===== src/bsa_pkg.sv =====
// Shared constants and types for the boot sequence arbiter.
// Assumes one clock domain and a synchronous active-high reset.
package bsa_pkg;

    // Default number of processor modules on the shared bus
    localparam int unsigned MOD_COUNT_DEFAULT = 4;

    // Depth of the pin synchroniser for request lines
    localparam int unsigned SYNC_STAGES = 3;

    // Arbiter states, one-hot
    typedef enum logic [2:0] {
        BSA_BOOT_PICK = 3'h1,
        BSA_BOOT_LOCK = 3'h2,
        BSA_NORMAL    = 3'h4
    } bsa_state_t;

    // Values after reset
    localparam bsa_state_t STATE_RESET     = BSA_BOOT_PICK;
    localparam logic       BOOT_MODE_RESET = 1'h1;

endpackage


===== src/bsa_pick_if.sv =====
// Carrier between the arbiter core and its priority picker.
// Assumes both ends sit on the same clock; the picker is purely combinational.
`timescale 1ns/10ps
`default_nettype none
interface bsa_pick_if #(
    parameter int unsigned N = 4
);
    logic [N-1:0] req;
    logic [N-1:0] win;
    logic         any;

    modport core   (output req, input  win, input any);
    modport picker (input  req, output win, output any);
endinterface
`default_nettype wire


===== src/bsa_picker.sv =====
// Fixed-priority picker: module 0 ranks highest, higher indices lower.
// Assumes the request vector is already synchronised by the caller.
`timescale 1ns/10ps
`default_nettype none
module bsa_picker
    import bsa_pkg::*;
#(
    parameter int unsigned N = MOD_COUNT_DEFAULT
) (
    bsa_pick_if.picker pk
);

    // Lowest index wins; result is one-hot or zero
    always_comb begin
        pk.win = '0;
        for (int i = N - 1; i >= 0; i--) begin
            if (pk.req[i]) begin
                pk.win = '0;
                pk.win[i] = 1'b1;
            end
        end
        pk.any = |pk.req;
    end

endmodule
`default_nettype wire


===== src/bsa_arbiter.sv =====
// Boot sequence arbiter: lets processor modules boot one at a time,
// then falls back to plain fixed-priority request/grant arbitration.
// Assumes request pins are asynchronous to ref_clk and the completion
// write port comes from bus decode logic on ref_clk.
`timescale 1ns/10ps
`default_nettype none
module bsa_arbiter
    import bsa_pkg::*;
#(
    parameter int unsigned N = MOD_COUNT_DEFAULT
) (
    input  wire logic         ref_clk,
    input  wire logic         rst,
    input  wire logic [N-1:0] bus_request_line,
    input  wire logic         done_wr_en,
    input  wire logic [N-1:0] done_wr_data,
    output var  logic [N-1:0] bus_grant_line,
    output var  logic [N-1:0] boot_ctrl,
    output var  logic         boot_mode
);

    // Synchroniser stages and filtered requests
    logic [N-1:0] req_s1;
    logic [N-1:0] req_s2;
    logic [N-1:0] req_s3;
    logic [N-1:0] req_filt;
    logic [N-1:0] next_req_filt;

    // Arbiter state
    bsa_state_t   state;
    bsa_state_t   next_state;
    logic [N-1:0] next_grant;
    logic [N-1:0] next_done;
    logic         next_boot_mode;
    logic         set_event;

    bsa_pick_if #(.N(N)) pick ();

    bsa_picker #(.N(N)) u_picker (
        .pk (pick)
    );

    // Per-line glitch filter: a change counts once stages two and three
    // agree, so a metastable first stage never reaches the arbiter
    for (genvar g = 0; g < N; g++) begin : g_filt
        always_comb begin
            next_req_filt[g] = req_filt[g];
            if (req_s2[g] == req_s3[g]) begin
                next_req_filt[g] = req_s3[g];
            end
        end
    end

    // Synchroniser registers
    always_ff @(posedge ref_clk) begin
        if (rst) begin
            req_s1   <= '0;
            req_s2   <= '0;
            req_s3   <= '0;
            req_filt <= '0;
        end else begin
            req_s1   <= bus_request_line;
            req_s2   <= req_s1;
            req_s3   <= req_s2;
            req_filt <= next_req_filt;
        end
    end

    // Completion bits: OR-in only, so a set can never be lost
    always_comb begin
        next_done = boot_ctrl;
        set_event = 1'b0;
        if (done_wr_en) begin
            next_done = boot_ctrl | done_wr_data;
            set_event = |(done_wr_data & ~boot_ctrl);
        end
    end

    // Finished modules drop out of the boot ranking even if they still ask;
    // a bit landing this very cycle counts too, so it is never granted
    always_comb begin
        if (state == BSA_NORMAL) begin
            pick.req = req_filt;
        end else begin
            pick.req = req_filt & ~next_done;
        end
    end

    // Next state and grant
    always_comb begin
        next_state = state;
        next_grant = bus_grant_line;
        unique case (state)
            BSA_BOOT_PICK: begin
                if (&next_done) begin
                    next_state = BSA_NORMAL;
                    next_grant = '0;
                end else if (pick.any) begin
                    next_grant = pick.win;
                    next_state = BSA_BOOT_LOCK;
                end
            end
            BSA_BOOT_LOCK: begin
                // Grant stays put whatever others request
                if (set_event) begin
                    next_grant = '0;
                    if (&next_done) begin
                        next_state = BSA_NORMAL;
                    end else begin
                        next_state = BSA_BOOT_PICK;
                    end
                end
            end
            BSA_NORMAL: begin
                // One idle cycle between owners keeps the hand-over clean
                if (bus_grant_line == '0) begin
                    if (pick.any) begin
                        next_grant = pick.win;
                    end
                end else if ((bus_grant_line & req_filt) == '0) begin
                    next_grant = '0;
                end
            end
        endcase
        next_boot_mode = (next_state != BSA_NORMAL);
    end

    // State registers
    always_ff @(posedge ref_clk) begin
        if (rst) begin
            state          <= STATE_RESET;
            bus_grant_line <= '0;
            boot_ctrl      <= '0;
            boot_mode      <= BOOT_MODE_RESET;
        end else begin
            state          <= next_state;
            bus_grant_line <= next_grant;
            boot_ctrl      <= next_done;
            boot_mode      <= next_boot_mode;
        end
    end
endmodule
`default_nettype wire


===== config.mk =====
export PLATFORM = sky130hd
export DESIGN_NAME = bsa_arbiter
export DESIGN_NICKNAME = d
export VERILOG_FILES = /design/src/bsa_pkg.sv /design/src/bsa_pick_if.sv /design/src/bsa_picker.sv /design/src/bsa_arbiter.sv
export SDC_FILE = /design/constraint.sdc
export NUM_CORES = 1
export LEC_CHECK = 0
export BUFFER_PORTS_ARGS = -buffer_cell sky130_fd_sc_hd__buf_4
export CAP_MARGIN = 10
export CORE_ASPECT_RATIO = 0.6
export CORE_MARGIN = 4
export CORE_UTILIZATION = 45
export DETAILED_ROUTE_END_ITERATION = 12
export GPL_TIMING_DRIVEN = 0
export PLACE_DENSITY_LB_ADDON = 0.12
export SYNTH_ARGS = -nofsm -noshare
export SYNTH_HDL_FRONTEND = slang
export SYNTH_SLANG_ARGS = --single-unit

===== constraint.sdc =====
create_clock -name ref_clk -period 1.7 [get_ports ref_clk]
set_input_delay 0 -clock ref_clk [delete_from_list [all_inputs] [get_ports ref_clk]]
set_output_delay 0 -clock ref_clk [all_outputs]
set_load 0.01 [all_outputs]

Word level (Yosys, flattened, before mapping)
Cells that the tools add are included.
- register bits: 28
- bits of input ports: 11
- output and inout port bits: 9
- equal/unequal tests: 10
- mux-type cells: 18
- bitwise gates (word level): 6
- reductions and logical operators: 6
- operators with widths (kind ; number):
    $mux W4 ; 11
    $and A4 B4 Y4 ; 3
    $mux W3 ; 4
    $pmux W4 S3 ; 1
    $logic_not A4 Y1 ; 2
    $not A4 Y4 ; 2
    $reduce_or A4 Y1 ; 2
    $pmux W3 S2 ; 1
    $eq A1 B1 Y1 ; 4
    $or A4 B4 Y4 ; 1
    $reduce_and A4 Y1 ; 1
    $eq A3 B1 Y1 const B ; 1
    $eq A3 B2 Y1 const B ; 1
    $eq A3 B3 Y1 const B ; 1
    $ne A3 B1 Y1 const B ; 1
    $ne A3 B3 Y1 const B ; 1
    $ne A2 B2 Y1 const B ; 1
    $reduce_and A2 Y1 ; 1
    $mux W1 ; 1

Depth between registers and ports, before layout
Gate-level depths: netlist (run 1).
- word-level depth: 12
- mapped depth: 6
- mapped depth without buffers: 5

Modules after synthesis
From an unflattened synthesis (run 1), not the netlist that was laid out.
- cell total of the unflattened synthesis: 119
- area total of the unflattened synthesis: 1158.6 um^2
- modules (own cells, without submodules) (module ; instances ; cells an instance ; area each (um^2)):
    bsa_arbiter ; 1 ; 114 ; 1118.6
    bsa_picker ; 1 ; 5 ; 40.0

Least setup slack after synthesis (run 1)
Ideal clock, no wire load.
- path kind: reg-to-reg
- from: reg boot_ctrl[3]
- to: reg boot_mode
- arrival time: 1672 ps
- setup slack: -106 ps
- stages on the path, launching flop included: 6
- buffers on the path: 0
- clock period less this slack: 1806 ps
- cell sequence: dfxtp_1 and2b_1 o41ai_2 o31a_1 o32ai_1 or4b_1
- cells in the longest elaborated chain, start to end: 10
- ends and longest elaborated chain (element ; RTL line ; source):
    start, declared ; bsa_arbiter.sv:18 ; output var logic [N-1:0] boot_ctrl,
    start signal, assigned ; bsa_arbiter.sv:138 ; boot_ctrl <= next_done;
    $or A4 B4 Y4 ; bsa_arbiter.sv:74 ; next_done = boot_ctrl | done_wr_data;
    $mux W4 ; bsa_arbiter.sv:73 ; if (done_wr_en) begin
    $not A4 Y4 ; bsa_arbiter.sv:85 ; pick.req = req_filt & ~next_done;
    $and A4 B4 Y4 ; bsa_arbiter.sv:85 ;
    $mux W4 ; bsa_arbiter.sv:82 ; if (state == BSA_NORMAL) begin
    $reduce_or A4 Y1 ; bsa_picker.sv:22 ; pk.any = |pk.req;
    $mux W3 ; bsa_arbiter.sv:98 ; end else if (pick.any) begin
    $mux W3 ; bsa_arbiter.sv:95 ; if (&next_done) begin
    $pmux W3 S2 * ; bsa_arbiter.sv:93 ; unique case (state)
    $ne A3 B3 Y1 * ; bsa_arbiter.sv:125 ; next_boot_mode = (next_state != BSA_NORMAL);
    end signal, assigned ; bsa_arbiter.sv:139 ; boot_mode <= next_boot_mode;
    end, declared ; bsa_arbiter.sv:19 ; output var logic boot_mode
Mark *: on every way between the ends. The rest lies on a longest branch, timed or not.
A chain may end at the register's enable or synchronous reset.

Worst setup path in the final report (run 1)
- from: reg state[1]
- to: reg boot_mode
- cells in the longest elaborated chain, start to end: 7
- ends and longest elaborated chain (element ; RTL line ; source):
    start, declared ; bsa_arbiter.sv:30 ; bsa_state_t state;
    start signal, assigned ; bsa_arbiter.sv:136 ; state <= next_state;
    $eq A3 B3 Y1 ; bsa_arbiter.sv:82 ;
    $mux W4 ; bsa_arbiter.sv:82 ;
    $reduce_or A4 Y1 ; bsa_picker.sv:22 ;
    $mux W3 ; bsa_arbiter.sv:98 ;
    $mux W3 ; bsa_arbiter.sv:95 ;
    $pmux W3 S2 * ; bsa_arbiter.sv:93 ;
    $ne A3 B3 Y1 * ; bsa_arbiter.sv:125 ;
Marked as above.

==> results of run 1 <==
power by group:
group          internal, mW  switching (mW)  leakage [nW]  total, mW
Sequential            0.673          0.0145         0.231      0.688
Clock                 0.315           0.205        0.0357      0.520
Combinational        0.0727          0.0758         0.351      0.149
layer usage:
layer  up-vias  track usage (%)
met2        25             28.9
li1        526                -
met1       511             22.7
met3         4             5.03
met4         0             4.33
met5         -                0
worst max path at each step:
stage | from | endpoint
global placement | state[1]$_SDFF_PP0_ | boot_mode$_SDFF_PP1_
detailed placement | state[2]$_SDFF_PP0_ | boot_mode$_SDFF_PP1_
floorplan | boot_ctrl[2]$_SDFF_PP0_ | boot_mode$_SDFF_PP1_
finish | state[1]$_SDFF_PP0_ | boot_mode$_SDFF_PP1_
global route | state[1]$_SDFF_PP0_ | boot_mode$_SDFF_PP1_
CTS | boot_ctrl[3]$_SDFF_PP0_ | boot_mode$_SDFF_PP1_
cell usage in the layout, fill, tap and decap left out, types with 5 or more instances in the layout:
cell and n:
a21oi_1 7, nor2b_1 12, dlygate4sd3_1 5, buf_4 30, dfxtp_1 23, a31oi_1 5
nand2_1 9, o21ai_0 7, nor2_1 9, nand3_1 5
through the flow:
stage,instance area [sq um],power [mW],setup slack [ps]
after floorplan,1190,0.777,-12.1
after global placement,1370,0.822,-197
after detailed placement,1370,0.826,-245
after CTS,1580,1.36,-167
after global routing,1620,1.41,-206
final,1620,1.36,-125
cells by family (layout without fill, tap and decap cells):
kind of cell	count (synthesis)	in the layout	share of synthesized area (%)
AOI/OAI and AO/OA	40	40	23.9
buffers and inverters	6	43	3.18
and+or+nand+nor	51	51	25.5
DFF	28	28	47.5
area by class of cell:
| class | instances | area share [%] |
|---|---|---|
| multi-input cells | 91 | 39.4 |
| repair buffers | 35 | 17.0 |
| clock buffers | 3 | 2.55 |
| inverters | 1 | 0.231 |
| flip-flops and latches | 28 | 35.4 |
| plain buffers | 3 | 1.16 |
| well taps | 32 | 2.47 |
| clock inverters | 1 | 1.85 |
state kept, by name, indices dropped and copies added (netlist names):
name,count
req_s1,4
bus_grant_line,4
boot_ctrl,4
req_s3,4
req_filt,4
req_s2,4
state,3
boot_mode,1
what timing repair did:
action                                  in CTS  in global routing
hold endpoints to repair                    10                  0
hold buffers                                 5                  0
setup buffers                               11                  1
resized for setup                            9                  8
pin swaps                                    7                  6
endpoints found under the setup margin       2                  5
worst max-delay path, cell delays in order (launching register included):
cell,delay [ps]
dfxtp_4,360
nor3b_4,280
buf_4,170
o21ai_2,50
nand4_1,210
o32ai_2,140
or4b_4,490
==> impl_metrics.json, run 1 <==
{
  "status": "complete, but fails checks",
  "violations": "setup timing",
  "die_h_um": 47.7,
  "yosys_warnings": 0,
  "routed_wl_mm": 2.83,
  "nNetsFinal": 174,
  "drive_gt1_share_pct": 35.2,
  "fp.dieW_um": 74.1,
  "synth_top_area_share_pct": 47.5,
  "min-delay-start": "done_wr_data[3]",
  "pin_count": 20,
  "fin_crit_ps": 1830,
  "hold_violations": 0,
  "synth_edf_count": 0,
  "yosys.area.top_type": "dfxtp_1",
  "multiInputGateArea_sq_um": 638,
  "fin_cells": 194,
  "diodes": 0,
  "holdPathStages": 3,
  "worstHoldPathType": "in -> reg",
  "htree_levels": 1,
  "syn_area_sq_mm": 0.00118,
  "portBuffers": 18,
  "cts.clk_slew.worst_paths_ps": 90,
  "final-seq-area_sq_um": 574,
  "met2_length_mm": 1.31,
  "syn_nets": 136,
  "track_usage_pct": 17.4,
  "grt_max_degree": 17,
  "final-setup-viol-count": 1,
  "fin_util_pct": 64.7,
  "start_util_pct": 47.1,
  "drc": 0,
  "n_fill_cell": 216,
  "syn_inst": 125,
  "worstMarginPinSlew_ps": 539,
  "slew_violations": 0,
  "synth_seq_cells": 28,
  "cts_tree": "done",
  "crit_type": "reg -> reg",
  "rows": 14,
  "cp_data_required_time_ps": 1860,
  "clk_latency_ps": 270,
  "max_clock_freq_mhz": 548,
  "end_kind": "flip-flop",
  "grt_pass1_vias": 988,
  "avgSynthCellArea_sq_um": 9.44,
  "globalRouteOverflowTotal": 0,
  "crit_path_start_kind": "flip-flop",
  "via_per_inst": 5.49,
  "rsz0062_at_grt": "yes",
  "die_area_sq_mm": 0.00353,
  "firstDrtPassIters": 4,
  "place_congestion": 0.851,
  "grt_pass1_wl_mm": 4.55,
  "ant_nets": 0,
  "core_sq_mm": 0.00250,
  "ys_top_cells_by_area": "dfxtp_1, nor2b_1, a21oi_1",
  "met3_wirelength_um": 140,
  "cts_buffers": 3,
  "r2r-end": "boot_mode$_SDFF_PP1_",
  "whs_ps": 6.79,
  "wl_met1_mm": 1.36,
  "area_growth_pct": 37.4,
  "cts_root_buf": "clkbuf_8",
  "fin_crit_sh_pct": 107,
  "clock_skew_ps": 2.99,
  "hpwl_mm": 2.00,
  "fin_tns_setup_ps": -125,
  "cp.arrival_ps": 1980,
  "grt_antenna_before_repair": 0,
  "ys_seq_area_share_pct": 47.5,
  "yosysMostFrequentCell": "dfxtp_1",
  "post_drt_wl_per_cell_um": 14.6,
  "cap_viol_max_count": 0,
  "slew-limit-headroom_pct": 64.1,
  "cts_num_sinks": 28,
  "min_to": "boot_ctrl[3]$_SDFF_PP0_",
  "reg2reg_depth": 6,
  "ff2ff_setup_slack_ps": -130,
  "p_per_area_mw_per_mm2": 836,
  "path_max_fanout": 5,
  "leakagePower_nw": 0.618,
  "vias": 1066,
  "drtIter0Drc": 58,
  "synth-main-ff-cell": "dfxtp_1",
  "async_reset_ff_share_pct": 0,
  "routed.top_layer": "met4",
  "ys_types": 33,
  "clk_path_buf_depth": 2,
  "ys_top_cells_by_count": "dfxtp_1, nor2b_1, nand2_1, nor2_1, a21oi_1",
  "reg2reg_from": "state[1]$_SDFF_PP0_",
  "placed_cells": 175,
  "fin_ws_ps": -125,
  "ir_worst_vdd_v": 0.000640
}
(Power assumes the default switching activity.)
==> inputs of run 2 (changes only) <==
--- a/config.mk
+++ b/config.mk
@@ -12,6 +12,8 @@
 export CORE_UTILIZATION = 45
 export DETAILED_ROUTE_END_ITERATION = 12
 export GPL_TIMING_DRIVEN = 0
+export HOLD_SLACK_MARGIN = 0.05
+export MAX_ROUTING_LAYER = met4
 export PLACE_DENSITY_LB_ADDON = 0.12
 export SYNTH_ARGS = -nofsm -noshare
 export SYNTH_HDL_FRONTEND = slang
==> run 2 against run 1 <==
Against the previous run: worst hold slack improved by 220 ps; final area decreased by 0.77%; die area unchanged; the flow still finishes with violations (setup timing); largest power group unchanged; highest routed layer unchanged; critical path type unchanged; largest cell class unchanged.
==> impl_metrics.json, run 2 (synthesis gave the netlist of run 1 again) <==
{
  "status": "complete, but fails checks",
  "violations": "setup timing",
  "cap_viol_max_count": 0,
  "ant_nets": 0,
  "leakagePower_nw": 0.606,
  "die_area_sq_mm": 0.00353,
  "internal-power_mw": 1.07,
  "holdPathStages": 5,
  "place_congestion": 0.847,
  "slew_violations": 0,
  "post_drt_wl_per_cell_um": 14.0,
  "ir_worst_vdd_v": 0.000606,
  "switchingPower_mw": 0.295,
  "vias": 1044,
  "fin_cells": 194,
  "slew-limit-headroom_pct": 64.5,
  "dpl_cell_area_sq_mm": 0.00137,
  "area_growth_pct": 36.4,
  "core_sq_mm": 0.00250,
  "placed_cells": 175,
  "rsz0062_at_grt": "yes",
  "die_h_um": 47.7,
  "portBuffers": 18,
  "drc": 0,
  "end_kind": "flip-flop",
  "cts_tree": "done",
  "drive_gt1_share_pct": 30.2,
  "dpl_worst_slack_ps": -194,
  "diodes": 0,
  "hpwl_mm": 1.87,
  "pwr-share-comb_pct": 11.0,
  "whs_ps": 226,
  "firstDrtPassIters": 4,
  "crit_path_start_kind": "flip-flop",
  "rows": 14,
  "p_seq_share_pct": 50.5,
  "clk_latency_ps": 270,
  "final_common_cell": "buf_4",
  "final-seq-area_sq_um": 571,
  "worstHoldPathType": "in -> reg",
  "fin_crit_sh_pct": 109,
  "grt_antenna_before_repair": 0,
  "power.total_mw": 1.36,
  "final_cell_mix": "buf_4, dfxtp_1, nor2b_1",
  "max_clock_freq_mhz": 539,
  "grt_pass1_wl_mm": 4.23,
  "start_util_pct": 47.1,
  "final-setup-viol-count": 1,
  "fin_crit_ps": 1860,
  "swShare_pct": 21.7,
  "p_per_area_mw_per_mm2": 846,
  "cp_data_required_time_ps": 1860,
  "postLayoutCellArea_sq_mm": 0.00161,
  "fin_util_pct": 64.2,
  "clk_path_buf_depth": 2,
  "fin_ws_ps": -157,
  "n_fill_cell": 221,
  "crit_type": "reg -> reg",
  "worstMarginPinSlew_ps": 518,
  "power_frac_clock_pct": 38.5,
  "track_usage_pct": 16.8,
  "routed_wl_mm": 2.71,
  "cts_num_sinks": 28,
  "pin_count": 20,
  "hold_violations": 0,
  "nNetsFinal": 174,
  "grt_max_degree": 17,
  "fp.dieW_um": 74.1,
  "cp.arrival_ps": 2010,
  "grt_pass1_vias": 917,
  "htree_levels": 1,
  "multiInputGateArea_sq_um": 616,
  "drtIter0Drc": 39,
  "cts.clk_slew.worst_paths_ps": 90,
  "fin_tns_setup_ps": -157,
  "via_per_inst": 5.38,
  "cts_root_buf": "clkbuf_8",
  "clock_skew_ps": 2.22,
  "globalRouteOverflowTotal": 0,
  "cts_buffers": 3,
  "reg2reg_depth": 6,
  "path_max_fanout": 6
}
==> run 2: cell types whose count changed in the layout (fill, tap and decap cells not counted), moves of 2 or more <==
cell	previous run	this run
buf_4	30	25
dlygate4sd3_1	5	9
a21oi_2	3	5
a21oi_4	2	0
nor2b_1	12	14
nor2b_2	2	0
==> run 2: final timing paths <==
kind                                            from                   end  slack (ps)
worst min register to register  req_s1[2]$_SDFF_PP0_  req_s2[2]$_SDFF_PP0_         440
worst max register to register   state[2]$_SDFF_PP0_  boot_mode$_SDFF_PP1_        -160
worst min-delay path                      done_wr_en   state[1]$_SDFF_PP0_         230
worst max-delay path             state[2]$_SDFF_PP0_  boot_mode$_SDFF_PP1_        -160
==> run 2: area by class of cell <==
cell class,count,area share [%]
repair buffers,35,18.0
flip-flops and latches,28,35.5
clock buffers,3,2.57
inverters,1,0.233
well taps,32,2.49
plain buffers,3,1.17
clock inverters,1,1.87
multi-input cells,91,38.3
==> run 2: metal layers <==
metal | track usage [%] | part of all wire (%) | wire (um) | up-vias
met1 | 22.3 | 47 | 1290 | 475
met5 | - | 0 | 0 | -
met3 | 4.61 | 7.3 | 197 | 2
li1 | - | - | - | 530
met2 | 25.9 | 45 | 1220 | 37
met4 | 3.25 | 0.33 | 9 | 0
==> run 2: repair_timing <==
action                                  4_1_cts  5_1_grt
buffers inserted                              3        5
resized for setup                             4        7
endpoints found under the hold margin        14        0
pin swaps                                     1        5
hold buffers                                  9        0
endpoints found under the setup margin        2        6
==> run 2: worst max-delay path, cell delays in order, from the launching register on <==
cell and delay, ps:
dfxtp_4 370, nor3b_4 170, buf_6 120, o21ai_4 150, nand4_1 220, a21oi_2 230
or4b_4 470
==> run 2: power groups by stage <==
stage | clock, mW | combinational (mW) | sequential, mW
after floorplan | 0 | 0.0716 | 0.705
after global placement | 0 | 0.119 | 0.703
after detailed placement | 0 | 0.121 | 0.705
after CTS | 0.534 | 0.146 | 0.690
after global routing | 0.554 | 0.164 | 0.691
final | 0.524 | 0.149 | 0.688
